===== config.mk =====
export PLATFORM = sky130hd
export DESIGN_NAME = sdm_step_dio
export DESIGN_NICKNAME = d
export VERILOG_FILES = /design/src/verilog/sdm_scale.v /design/src/verilog/sdm_step_dio.v /design/src/verilog/sdm_sync_edge.v
export VERILOG_INCLUDE_DIRS = /design/src /design/src/verilog
export SDC_FILE = /design/constraint.sdc
export NUM_CORES = 1
export LEC_CHECK = 0
export BUFFER_PORTS_ARGS = -buffer_cell sky130_fd_sc_hd__buf_2
export CORE_MARGIN = 3
export CORE_UTILIZATION = 50
export CTS_BUF_LIST = sky130_fd_sc_hd__clkbuf_8
export DETAILED_ROUTE_END_ITERATION = 16
export GPL_TIMING_DRIVEN = 1
export PLACE_DENSITY = 0.65
export SLEW_MARGIN = 20
export SYNTH_ARGS = -nofsm -noshare
export SYNTH_HDL_FRONTEND = slang
export SYNTH_SLANG_ARGS = --single-unit

===== constraint.sdc =====
create_clock -name clk -period 6.1 [get_ports clk]
set_input_delay 1.22 -clock clk [delete_from_list [all_inputs] [get_ports clk]]
set_output_delay 1.22 -clock clk [all_outputs]
set_load 0.1 [all_outputs]

===== src/verilog/sdm_regs.vh =====
// Register offsets, field positions, reset values and timing counts of the step/direction block.
`ifndef SDM_REGS_VH
`define SDM_REGS_VH

// ---------------------------------------------------------------
// Register offsets (word index on the plain register port)
// ---------------------------------------------------------------
`define SDM_ADDR_MODE       4'h0
`define SDM_ADDR_SUBTYPE    4'h1
`define SDM_ADDR_NUMER      4'h2
`define SDM_ADDR_DENOM      4'h3
`define SDM_ADDR_DIR_MASK   4'h4
`define SDM_ADDR_PULL_MASK  4'h5
`define SDM_ADDR_OUT_WORD   4'h6
`define SDM_ADDR_IN_WORD    4'h7
`define SDM_ADDR_POS        4'h8
`define SDM_ADDR_STATUS     4'h9
`define SDM_ADDR_FE_WIN     4'hA
`define SDM_ADDR_FE_TMO     4'hB
`define SDM_ADDR_ACT_POS    4'hC
`define SDM_ADDR_SPECIAL    4'hD

// ---------------------------------------------------------------
// Values, fields and reset values
// ---------------------------------------------------------------
`define SDM_MODE_STEP       8'hFF
`define SDM_SUB_PULSE_SENSE 8'h00
`define SDM_SUB_DUAL_LINE   8'h01
`define SDM_NUMER_RST       32'h0000_0080
`define SDM_DENOM_RST       32'h0000_0001
`define SDM_FULL_STEP       32'h0000_0200
`define SDM_STEPS_PER_PP    4
`define SDM_STAT_FOLLOW_BIT 13
`define SDM_STAT_LIMIT_BIT  11
`define SDM_LEVEL_BASE      16
`define SDM_FE_WIN_RST      32'h0000_0800
`define SDM_FE_TMO_RST      16'h0064
`define SDM_MS_NS           1000000
`define SDM_CLK_NS          5
`define SDM_MS_CYCLES       (`SDM_MS_NS / `SDM_CLK_NS)

`endif


===== src/verilog/sdm_scale.v =====
// Step increment scaler: numerator divided by denominator, by serial division.
`timescale 1ns/1ps

module sdm_scale
#(
  parameter W = 32
)
(
  input  wire         clk,
  input  wire         rst,
  input  wire         start,
  input  wire [W-1:0] numer,
  input  wire [W-1:0] denom,
  output reg  [W-1:0] quot_q,
  output wire         busy
);

  reg  [W-1:0] rem_q;
  reg  [W-1:0] num_q;
  reg  [W-1:0] den_q;
  reg  [5:0]   cnt_q;
  wire [W:0]   trial;

  assign trial = {rem_q, num_q[W-1]} - {1'b0, den_q};
  assign busy  = (cnt_q != 6'd0);

  // ---------------------------------------------------------------
  // Restoring divider
  // ---------------------------------------------------------------
  // Division takes W cycles; settings change rarely, so area wins over speed.
  // A zero denominator yields all ones, so each step adds the all-ones increment and the position wraps rather than stops.
  always @(posedge clk)
  begin
    if (rst)
    begin
      quot_q <= {{(W-8){1'b0}}, 8'h80};
      rem_q  <= {W{1'b0}};
      num_q  <= {W{1'b0}};
      den_q  <= {W{1'b0}};
      cnt_q  <= 6'd0;
    end
    else if (start)
    begin
      rem_q  <= {W{1'b0}};
      num_q  <= numer;
      den_q  <= denom;
      cnt_q  <= W[5:0];
    end
    else if (busy)
    begin
      if (!trial[W])
        rem_q <= trial[W-1:0];
      else
        rem_q <= {rem_q[W-2:0], num_q[W-1]};
      num_q <= {num_q[W-2:0], ~trial[W]};
      cnt_q <= cnt_q - 6'd1;
      if (cnt_q == 6'd1)
        quot_q <= {num_q[W-2:0], ~trial[W]};
    end
  end

endmodule // sdm_scale


===== src/verilog/sdm_step_dio.v =====
// Step/direction motion input with six-pin digital I/O configuration and bit map.
//
// Function
// Step-pulse mode active only when mode selector holds FF hex.
// Each step pulse advances position one scaled step in the chosen sense.
// Controller keeps pulse rate at most 1 MHz, active phase at least 200 ns.
// Increment per pulse is numerator setting divided by denominator setting.
// Increment defaults to 128 (128/1), a quarter step; 512 is full step.
// Brushless motors handled as steppers, four full steps per pole pair.
// Controller waits at least 35 us after direction change before next pulse.
// Closed loop: status bit 13 set when following error exceeds window past timeout.
// Subtype 0: step input gives pulses, direction input level picks sense.
// Subtype 1: the input carrying the pulses decides clockwise or counter-clockwise.
// Limit switch monitoring stays active during step-pulse mode.
// Six I/O pins; pins one to four configurable, five and six inputs.
// Direction mask bits 0..3 map pins one..four; 1 means output.
// Pull mask bits 0..3 choose pull-up (1) or pull-down, only for inputs.
// Special-function bits in 0..15, raw level of pin n at bit 15+n.
// Input one's negative limit shows in bit 0 when enabled; bit 16 always.
// Pins one..four readable at 16..19 as outputs; five at 20, six at 21.
// In step-pulse mode input two is step, input three is direction.
// Step/direction synchronised; each rising edge counted once into signed position.
// Writing pins five and six as outputs is ignored.
//
// Decided for this implementation: the register offsets and strobed register access.
`timescale 1ns/1ps
`include "sdm_regs.vh"

module sdm_step_dio
#(
  parameter W         = 32,
  parameter MS_CYCLES = `SDM_MS_CYCLES
)
(
  input  wire         clk,
  input  wire         rst,
  input  wire [3:0]   reg_addr,
  input  wire [31:0]  reg_wdata,
  input  wire         reg_wr,
  input  wire         reg_rd,
  output reg  [31:0]  reg_rdata,
  input  wire         flex_pin_one_in,
  input  wire         step_pulse_pin_in,
  input  wire         rotation_sense_pin_in,
  input  wire         flex_pin_four_in,
  input  wire         fixed_input_five,
  input  wire         fixed_input_six,
  output reg  [3:0]   pin_out,
  output reg  [3:0]   pin_oe,
  output reg  [3:0]   pin_pull_up,
  output reg  [3:0]   pin_pull_down,
  input  wire         closed_loop,
  output wire         step_mode_active,
  output reg  [W-1:0] demand_pos_q,
  output reg          limit_hit_q
);

  // ---------------------------------------------------------------
  // Register state
  // ---------------------------------------------------------------
  reg  [7:0]   mode_q;
  reg  [7:0]   subtype_q;
  reg  [W-1:0] numer_q;
  reg  [W-1:0] denom_q;
  reg  [15:0]  pin_direction_mask_q;
  reg  [15:0]  pin_pull_select_mask_q;
  reg  [3:0]   out_level_q;
  reg  [2:0]   special_en_q;
  reg  [W-1:0] fe_window_q;
  reg  [15:0]  fe_timeout_q;
  reg  [W-1:0] act_pos_q;
  reg          follow_err_q;
  reg          scale_start_q;

  wire [5:0]   lvl;
  wire [5:0]   rise;
  wire [W-1:0] step_inc;
  wire         scale_busy;

  // ---------------------------------------------------------------
  // Pin synchronisers
  // ---------------------------------------------------------------
  // Each pin passes two flops before use; edges come from the settled copy.
  sdm_sync_edge u_s1 (.clk(clk), .rst(rst), .pin_in(flex_pin_one_in),
                      .level(lvl[0]), .rise(rise[0]));
  sdm_sync_edge u_s2 (.clk(clk), .rst(rst), .pin_in(step_pulse_pin_in),
                      .level(lvl[1]), .rise(rise[1]));
  sdm_sync_edge u_s3 (.clk(clk), .rst(rst), .pin_in(rotation_sense_pin_in),
                      .level(lvl[2]), .rise(rise[2]));
  sdm_sync_edge u_s4 (.clk(clk), .rst(rst), .pin_in(flex_pin_four_in),
                      .level(lvl[3]), .rise(rise[3]));
  sdm_sync_edge u_s5 (.clk(clk), .rst(rst), .pin_in(fixed_input_five),
                      .level(lvl[4]), .rise(rise[4]));
  sdm_sync_edge u_s6 (.clk(clk), .rst(rst), .pin_in(fixed_input_six),
                      .level(lvl[5]), .rise(rise[5]));

  // ---------------------------------------------------------------
  // Step scaling
  // ---------------------------------------------------------------
  sdm_scale #(.W(W)) u_scale
  (
    .clk    (clk),
    .rst    (rst),
    .start  (scale_start_q),
    .numer  (numer_q),
    .denom  (denom_q),
    .quot_q (step_inc),
    .busy   (scale_busy)
  );

  assign step_mode_active = (mode_q == `SDM_MODE_STEP);

  // Absolute difference, used for the following error check.
  function [W-1:0] abs_diff;
    input [W-1:0] a;
    input [W-1:0] b;
    begin
      abs_diff = ($signed(a) > $signed(b)) ? (a - b) : (b - a);
    end
  endfunction

  // ---------------------------------------------------------------
  // Step decoding
  // ---------------------------------------------------------------
  // Input two carries pulses, input three direction or the second pulse line.
  reg fwd_step;
  reg rev_step;
  always @*
  begin
    fwd_step = 1'b0;
    rev_step = 1'b0;
    if (step_mode_active && pin_direction_mask_q[1] == 1'b0)
    begin
      case (subtype_q)
        `SDM_SUB_DUAL_LINE:
        begin
          fwd_step = rise[1];
          rev_step = rise[2] & ~pin_direction_mask_q[2];
        end
        default:
        begin
          fwd_step = rise[1] & ~lvl[2];
          rev_step = rise[1] & lvl[2];
        end
      endcase
    end
  end

  // ---------------------------------------------------------------
  // Position accumulator and limit monitoring
  // ---------------------------------------------------------------
  // A step into an active limit switch is held off; steps away still count.
  // Direction-to-step setup time and pulse rate are the controller's burden.
  // The 1 MHz ceiling leaves 200 clocks per pulse, far above the edge detector.
  wire neg_lim = special_en_q[0] & lvl[0];
  wire pos_lim = special_en_q[1] & lvl[3];
  always @(posedge clk)
  begin
    if (rst)
    begin
      demand_pos_q <= {W{1'b0}};
      limit_hit_q  <= 1'b0;
    end
    else
    begin
      if (reg_wr && reg_addr == `SDM_ADDR_POS)
        demand_pos_q <= reg_wdata[W-1:0];
      else if (fwd_step && !pos_lim)
        demand_pos_q <= demand_pos_q + step_inc;
      else if (rev_step && !neg_lim)
        demand_pos_q <= demand_pos_q - step_inc;
      limit_hit_q <= step_mode_active & (neg_lim | pos_lim);
    end
  end

  // ---------------------------------------------------------------
  // Following error monitor
  // ---------------------------------------------------------------
  // Millisecond tick divides the clock; the error must persist past timeout.
  reg [31:0] ms_cnt_q;
  reg [15:0] fe_ms_q;
  wire       ms_tick = (ms_cnt_q == MS_CYCLES - 1);
  wire       fe_out  = abs_diff(demand_pos_q, act_pos_q) > fe_window_q;
  always @(posedge clk)
  begin
    if (rst)
    begin
      ms_cnt_q     <= 32'h0000_0000;
      fe_ms_q      <= 16'h0000;
      follow_err_q <= 1'b0;
    end
    else
    begin
      ms_cnt_q <= ms_tick ? 32'h0000_0000 : ms_cnt_q + 32'h0000_0001;
      if (!(closed_loop && step_mode_active && fe_out))
      begin
        fe_ms_q      <= 16'h0000;
        follow_err_q <= 1'b0;
      end
      else if (ms_tick)
      begin
        if (fe_ms_q >= fe_timeout_q)
          follow_err_q <= 1'b1;
        else
          fe_ms_q <= fe_ms_q + 16'h0001;
      end
    end
  end

  // ---------------------------------------------------------------
  // Register writes
  // ---------------------------------------------------------------
  always @(posedge clk)
  begin
    if (rst)
    begin
      mode_q                 <= 8'h00;
      subtype_q              <= `SDM_SUB_PULSE_SENSE;
      numer_q                <= `SDM_NUMER_RST;
      denom_q                <= `SDM_DENOM_RST;
      pin_direction_mask_q   <= 16'h0000;
      pin_pull_select_mask_q <= 16'h0000;
      out_level_q            <= 4'h0;
      special_en_q           <= 3'h0;
      fe_window_q            <= `SDM_FE_WIN_RST;
      fe_timeout_q           <= `SDM_FE_TMO_RST;
      act_pos_q              <= {W{1'b0}};
      scale_start_q          <= 1'b0;
    end
    else
    begin
      scale_start_q <= 1'b0;
      if (reg_wr)
      begin
        case (reg_addr)
          `SDM_ADDR_MODE:      mode_q <= reg_wdata[7:0];
          `SDM_ADDR_SUBTYPE:   subtype_q <= reg_wdata[7:0];
          `SDM_ADDR_NUMER:
          begin
            numer_q       <= reg_wdata[W-1:0];
            scale_start_q <= 1'b1;
          end
          `SDM_ADDR_DENOM:
          begin
            denom_q       <= reg_wdata[W-1:0];
            scale_start_q <= 1'b1;
          end
          `SDM_ADDR_DIR_MASK:  pin_direction_mask_q <= {12'h000, reg_wdata[3:0]};
          `SDM_ADDR_PULL_MASK: pin_pull_select_mask_q <= {12'h000, reg_wdata[3:0]};
          `SDM_ADDR_OUT_WORD:  out_level_q <= reg_wdata[19:16];
          `SDM_ADDR_FE_WIN:    fe_window_q <= reg_wdata[W-1:0];
          `SDM_ADDR_FE_TMO:    fe_timeout_q <= reg_wdata[15:0];
          `SDM_ADDR_ACT_POS:   act_pos_q <= reg_wdata[W-1:0];
          `SDM_ADDR_SPECIAL:   special_en_q <= reg_wdata[2:0];
          default:             mode_q <= mode_q;
        endcase
      end
    end
  end

  // ---------------------------------------------------------------
  // Pin drivers
  // ---------------------------------------------------------------
  // Pulls apply only to input pins; an output pin gets neither pull.
  always @(posedge clk)
  begin
    if (rst)
    begin
      pin_out       <= 4'h0;
      pin_oe        <= 4'h0;
      pin_pull_up   <= 4'h0;
      pin_pull_down <= 4'hF;
    end
    else
    begin
      pin_out       <= out_level_q;
      pin_oe        <= pin_direction_mask_q[3:0];
      pin_pull_up   <= ~pin_direction_mask_q[3:0] & pin_pull_select_mask_q[3:0];
      pin_pull_down <= ~pin_direction_mask_q[3:0] & ~pin_pull_select_mask_q[3:0];
    end
  end

  // ---------------------------------------------------------------
  // Input word and status
  // ---------------------------------------------------------------
  // Levels read back even for output pins, through the same synchroniser.
  wire [31:0] in_word = {10'h000, lvl, 13'h0000, special_en_q[2] & lvl[2],
                         pos_lim, neg_lim};
  wire [31:0] status  = {18'h00000, follow_err_q, 1'b0, limit_hit_q,
                         2'b00, scale_busy, step_mode_active, 7'h00};
  // The level bits sit at 16 + pin index, fixed whatever the direction.
  wire [31:0] out_word = {12'h000, out_level_q, 16'h0000};

  // ---------------------------------------------------------------
  // Register reads
  // ---------------------------------------------------------------
  // Data appear the cycle after the read strobe; unmapped reads give zero.
  always @(posedge clk)
  begin
    if (rst)
      reg_rdata <= 32'h0000_0000;
    else if (reg_rd)
    begin
      case (reg_addr)
        `SDM_ADDR_MODE:      reg_rdata <= {24'h000000, mode_q};
        `SDM_ADDR_SUBTYPE:   reg_rdata <= {24'h000000, subtype_q};
        `SDM_ADDR_NUMER:     reg_rdata <= numer_q;
        `SDM_ADDR_DENOM:     reg_rdata <= denom_q;
        `SDM_ADDR_DIR_MASK:  reg_rdata <= {16'h0000, pin_direction_mask_q};
        `SDM_ADDR_PULL_MASK: reg_rdata <= {16'h0000, pin_pull_select_mask_q};
        `SDM_ADDR_OUT_WORD:  reg_rdata <= out_word;
        `SDM_ADDR_IN_WORD:   reg_rdata <= in_word;
        `SDM_ADDR_POS:       reg_rdata <= demand_pos_q;
        `SDM_ADDR_STATUS:    reg_rdata <= status;
        `SDM_ADDR_FE_WIN:    reg_rdata <= fe_window_q;
        `SDM_ADDR_FE_TMO:    reg_rdata <= {16'h0000, fe_timeout_q};
        `SDM_ADDR_ACT_POS:   reg_rdata <= act_pos_q;
        `SDM_ADDR_SPECIAL:   reg_rdata <= {29'h0000_0000, special_en_q};
        default:             reg_rdata <= 32'h0000_0000;
      endcase
    end
  end

  // Stepper treatment: position units of 512 per full step, four per pole pair.
  // No separate logic is needed; the scaler works in the same step units.

endmodule // sdm_step_dio


===== src/verilog/sdm_sync_edge.v =====
// Two-stage synchroniser with rising-edge detect for one pin input.
`timescale 1ns/1ps

module sdm_sync_edge
(
  input  wire clk,
  input  wire rst,
  input  wire pin_in,
  output wire level,
  output wire rise
);

  reg meta_q;
  reg sync_q;
  reg last_q;

  // ---------------------------------------------------------------
  // Synchroniser
  // ---------------------------------------------------------------
  // The first stage feeds only the second stage to keep metastability contained.
  always @(posedge clk)
  begin
    if (rst)
    begin
      meta_q <= 1'b0;
      sync_q <= 1'b0;
      last_q <= 1'b0;
    end
    else
    begin
      meta_q <= pin_in;
      sync_q <= meta_q;
      last_q <= sync_q;
    end
  end

  assign level = sync_q;
  assign rise  = sync_q & ~last_q;

endmodule // sdm_sync_edge

==> reports/qor.csv <==
stage,metric,value,unit
outcome,outcome,"finished, final reports clean",
floorplan,core area,52000,µm²
setup_path,Critical Path RT,6.64,ns
drt,WL final,89.1,mm
timing,Fin. Hold Viols,0,
yosys,Synth Cell Area,26600,µm²
timing,Slew HR,0.245,
setup_path,Worst setup SP type,register,
timing,Clock Skew,0.0376,ns
cells_and_area,layout cells sized above 1,0.0923,
grt,pin count of the biggest net entering global routing,172,
timing,Final Critical Period,5.76,ns
timing,Worst Tran Pin Value,1.13,ns
drt,vias per cell,6.01,
grt,number of global-route vias before repair,23700,
run,Max Cap Viol,0,
yosys,Synth Area in Simple Gates,0.202,
yosys,adder-cell area share of the yosys netlist,0.0875,
drt,Routed Antenna Nets,0,
cells_and_area,# nets final,3738,
yosys,largest family of logic cells by synthesized area,compound AO/OA/AOI/OAI gates,
hold_path,HP Class,reg2reg,
clock_tree,root buf cell,clkbuf_8,
power,Tot Pwr,9.93,mW
cells_and_area,"commonest non-fill, non-tap cell in the layout",nand2_1,
setup_path,CP Max Fanout,22,
power,maximum VDD drop,316,µV
timing,period utilization,0.945,
grt,grt total ovfl,0,
clock_tree,H-tree Lvls,3,
timing,RSZ-0062 raised after global routing,no,
clock_tree,Clock Tree Buf Depth,3,
setup_path,critical path's slowest cell,nor4_1,
grt,global-route wire length before repair,136,mm
yosys,Ys Warns,0,
drt,drt first pass iters,6,
yosys,Synth area leader,dfxtp_1,
yosys,Post-synth ARST share,0,
yosys,synth unique cells,78,
placed_design,Port-buffer cells,128,
drt,via count of the routed design,25500,
floorplan,Cell Rows,83,
yosys,Synth Net Count,3707,
grt,GRT Util Overall,0.304,
clock_tree,TritonCTS clock tree,yes,
setup_path,Critical Path AT,6.30,ns
floorplan,Die Span Y,237,µm
setup_path,critical setup path kind,reg2reg,
yosys,Synth Instances,3476,
clock_tree,clk sinks,454,
setup_path,Max stage delay on crit path,0.75,ns
cells_and_area,Syn-to-layout area delta,9.83,%
clock_tree,TritonCTS Buffers,76,
setup_path,critical path cell sequence,"inv_1, ha_1, and4_1, nand2_1, nor4_1, a21oi_1, nand3_1, o31ai_4, buf_4, and3b_1, o2bb2ai_1, o32ai_1, xnor2_1, ha_1, a21o_1, a21o_1, a21oi_1, o221ai_1, o21ai_1, buf_4, nor2_1",
floorplan,I/O pin count,129,
timing,endpoints failing setup,0,
clock_tree,Clock Latency Late Sink,0.68,ns
drt,DR WL/cell,21.0,µm
drt,DRC,0,
timing,Fmax,174,MHz
yosys,top post-synthesis cells by area,"dfxtp_1, nand2_1, a21oi_1",
power,Power Dens Cells,339,nW/µm²
yosys,Synth top area share,0.341,
yosys,mux contribution to synthesized area,0.0404,
cells_and_area,Final Util,0.562,
clock_tree,setup bufs post-CTS,0,
yosys,top_reg_cell synth,dfxtp_1,
placed_design,final RePlAce weighted congestion,1.04,
setup_path,CP Capture Type,register,
cells_and_area,"commonest non-fill, non-tap cells in the layout","nand2_1, dfxtp_1, a21oi_1, nor2_1, inv_1",
floorplan,Initial Util,0.512,
clock_tree,Worst-path clk slew,0.07,ns
timing,Fin Setup TNS,0,ns
clock_tree,"Hold-fix buffers, CTS",0,
grt,initial antenna violation count,6,
yosys,Post-synth EDFFs,0,
drt,Iter 0 DRT Violations,2583,
floorplan,Die Wd,237,µm
yosys,Synth Area in Compound Gates,0.221,
timing,Final Max Tran Viols,0,
floorplan,Die ar.,56100,µm²
yosys,Seq cells post-synth,454,
yosys,XOR/XNOR share of the synthesized area,0.0516,
cells_and_area,filler instances,4847,
placed_design,dpl hpwl,64.2,mm
yosys,Post-Syn Area per Cell,7.67,µm²
power,leakage,11.7,nW
yosys,sequential cell area fraction in the yosys report,0.341,
==> logic make-up (layout without fill, tap and decap cells) <==
| logic type | after synthesis | after routing |
|---|---|---|
| AOI/OAI and AO/OA | 956 | 956 |
| xor gates and xnor gates | 157 | 157 |
| adders and majority gates | 184 | 184 |
| buffers and inverters | 389 | 479 |
| DFF | 454 | 454 |
| muxes | 106 | 106 |
| other | 0 | 4 |
| and+or+nand+nor | 1230 | 1230 |
==> stage by stage <==
step	instances	setup WS (ns)	instance area [µm²]	hold slack, ns
after detailed placement	4109	0.334	27700	0.426
after CTS	4246	0.276	29200	0.440
after global placement	4109	0.411	27700	0.431
final	4250	0.338	29300	0.436
after floorplan	3476	0.102	26600	0.414
after global routing	4247	0.0235	29300	0.473
==> sequential cells by signal (all words and copies together) (netlist names), 6 cells and up <==
signal,flops
act_pos_q,32
demand_pos_q,32
denom_q,32
fe_ms_q,16
fe_timeout_q,16
fe_window_q,32
mode_q,8
ms_cnt_q,32
numer_q,32
reg_rdata,32
subtype_q,8
u_scale.cnt_q,6
u_scale.den_q,32
u_scale.num_q,32
u_scale.quot_q,32
u_scale.rem_q,32
==> power breakdown <==
part	switching (mW)	internal [mW]
logic	2.33	1.53
clock network	1.31	1.52
registers	0.128	3.11
==> routing by layer <==
layer / global-route usage / vias to the layer above / wire [µm]
met5: 0 / - / 46
met4: 0.158 / 6 / 4800
met3: 0.0542 / 245 / 6670
met2: 0.483 / 1061 / 40400
met1: 0.396 / 12100 / 37200
li1: - / 12100 / -
==> final timing paths <==
check,cells after the start,from,slack [ns],endpoint
setup / recovery,21,demand_pos_q[11]$_SDFFE_PP0P_,0.34,fe_ms_q[7]$_SDFFE_PP0P_
hold reg to reg,1,u_s5.meta_q$_SDFF_PP0_,0.44,u_s5.level$_SDFF_PP0_
hold / removal,1,u_s5.meta_q$_SDFF_PP0_,0.44,u_s5.level$_SDFF_PP0_
setup reg to reg,21,demand_pos_q[11]$_SDFFE_PP0P_,0.34,fe_ms_q[7]$_SDFFE_PP0P_
==> synth_stat cells, types with 5 or more instances <==
cell / instances
a211oi_1: 33
a21o_1: 77
a21oi_1: 450
a221oi_1: 6
a222oi_1: 17
a22oi_1: 64
a311oi_1: 24
a31oi_1: 34
and2_1: 13
and3_1: 23
and4_1: 6
buf_1: 12
clkbuf_1: 191
dfxtp_1: 454
ha_1: 180
inv_1: 178
mux2i_1: 102
nand2_1: 601
nand2b_1: 23
nand3_1: 60
nand3b_1: 9
nand4_1: 34
nor2_1: 314
nor2b_1: 53
nor3_1: 27
nor3b_1: 9
nor4_1: 19
nor4b_1: 5
o2111ai_1: 6
o211ai_1: 20
o21a_1: 23
o21ai_0: 115
o21bai_1: 16
o221ai_1: 6
o22ai_1: 7
o31ai_1: 14
or2_2: 8
or3_1: 8
xnor2_1: 97
xor2_1: 60
==> worst max-delay path, delay by kind of cell (launching register included) <==
kind            cells  cell delay [ns]
buf+inv             3             0.65
simple gates        6             1.57
xor+xnor            1             0.16
fa+ha+maj           2             0.70
flops               1             0.54
compound gates      9             2.02
==> what timing repair did <==
item | in CTS | in global routing
gates resized for setup | 0 | 2
setup endpoints to repair | 0 | 17
hold endpoints to repair | 0 | 0
==> area by class of cell <==
type                       instances  area [µm²]  share of cell area
antenna                            4        10.0            0.000342
clock buffer                      97        1340              0.0456
clock inverter                    40         240             0.00821
inverter                         178         668              0.0228
multi-input combinational       2633       16100               0.551
sequential                       454        9090               0.311
tap                              680         851              0.0291
timing repair buffer             164         933              0.0319
No activity file was read; power rests on OpenSTA's default activity.
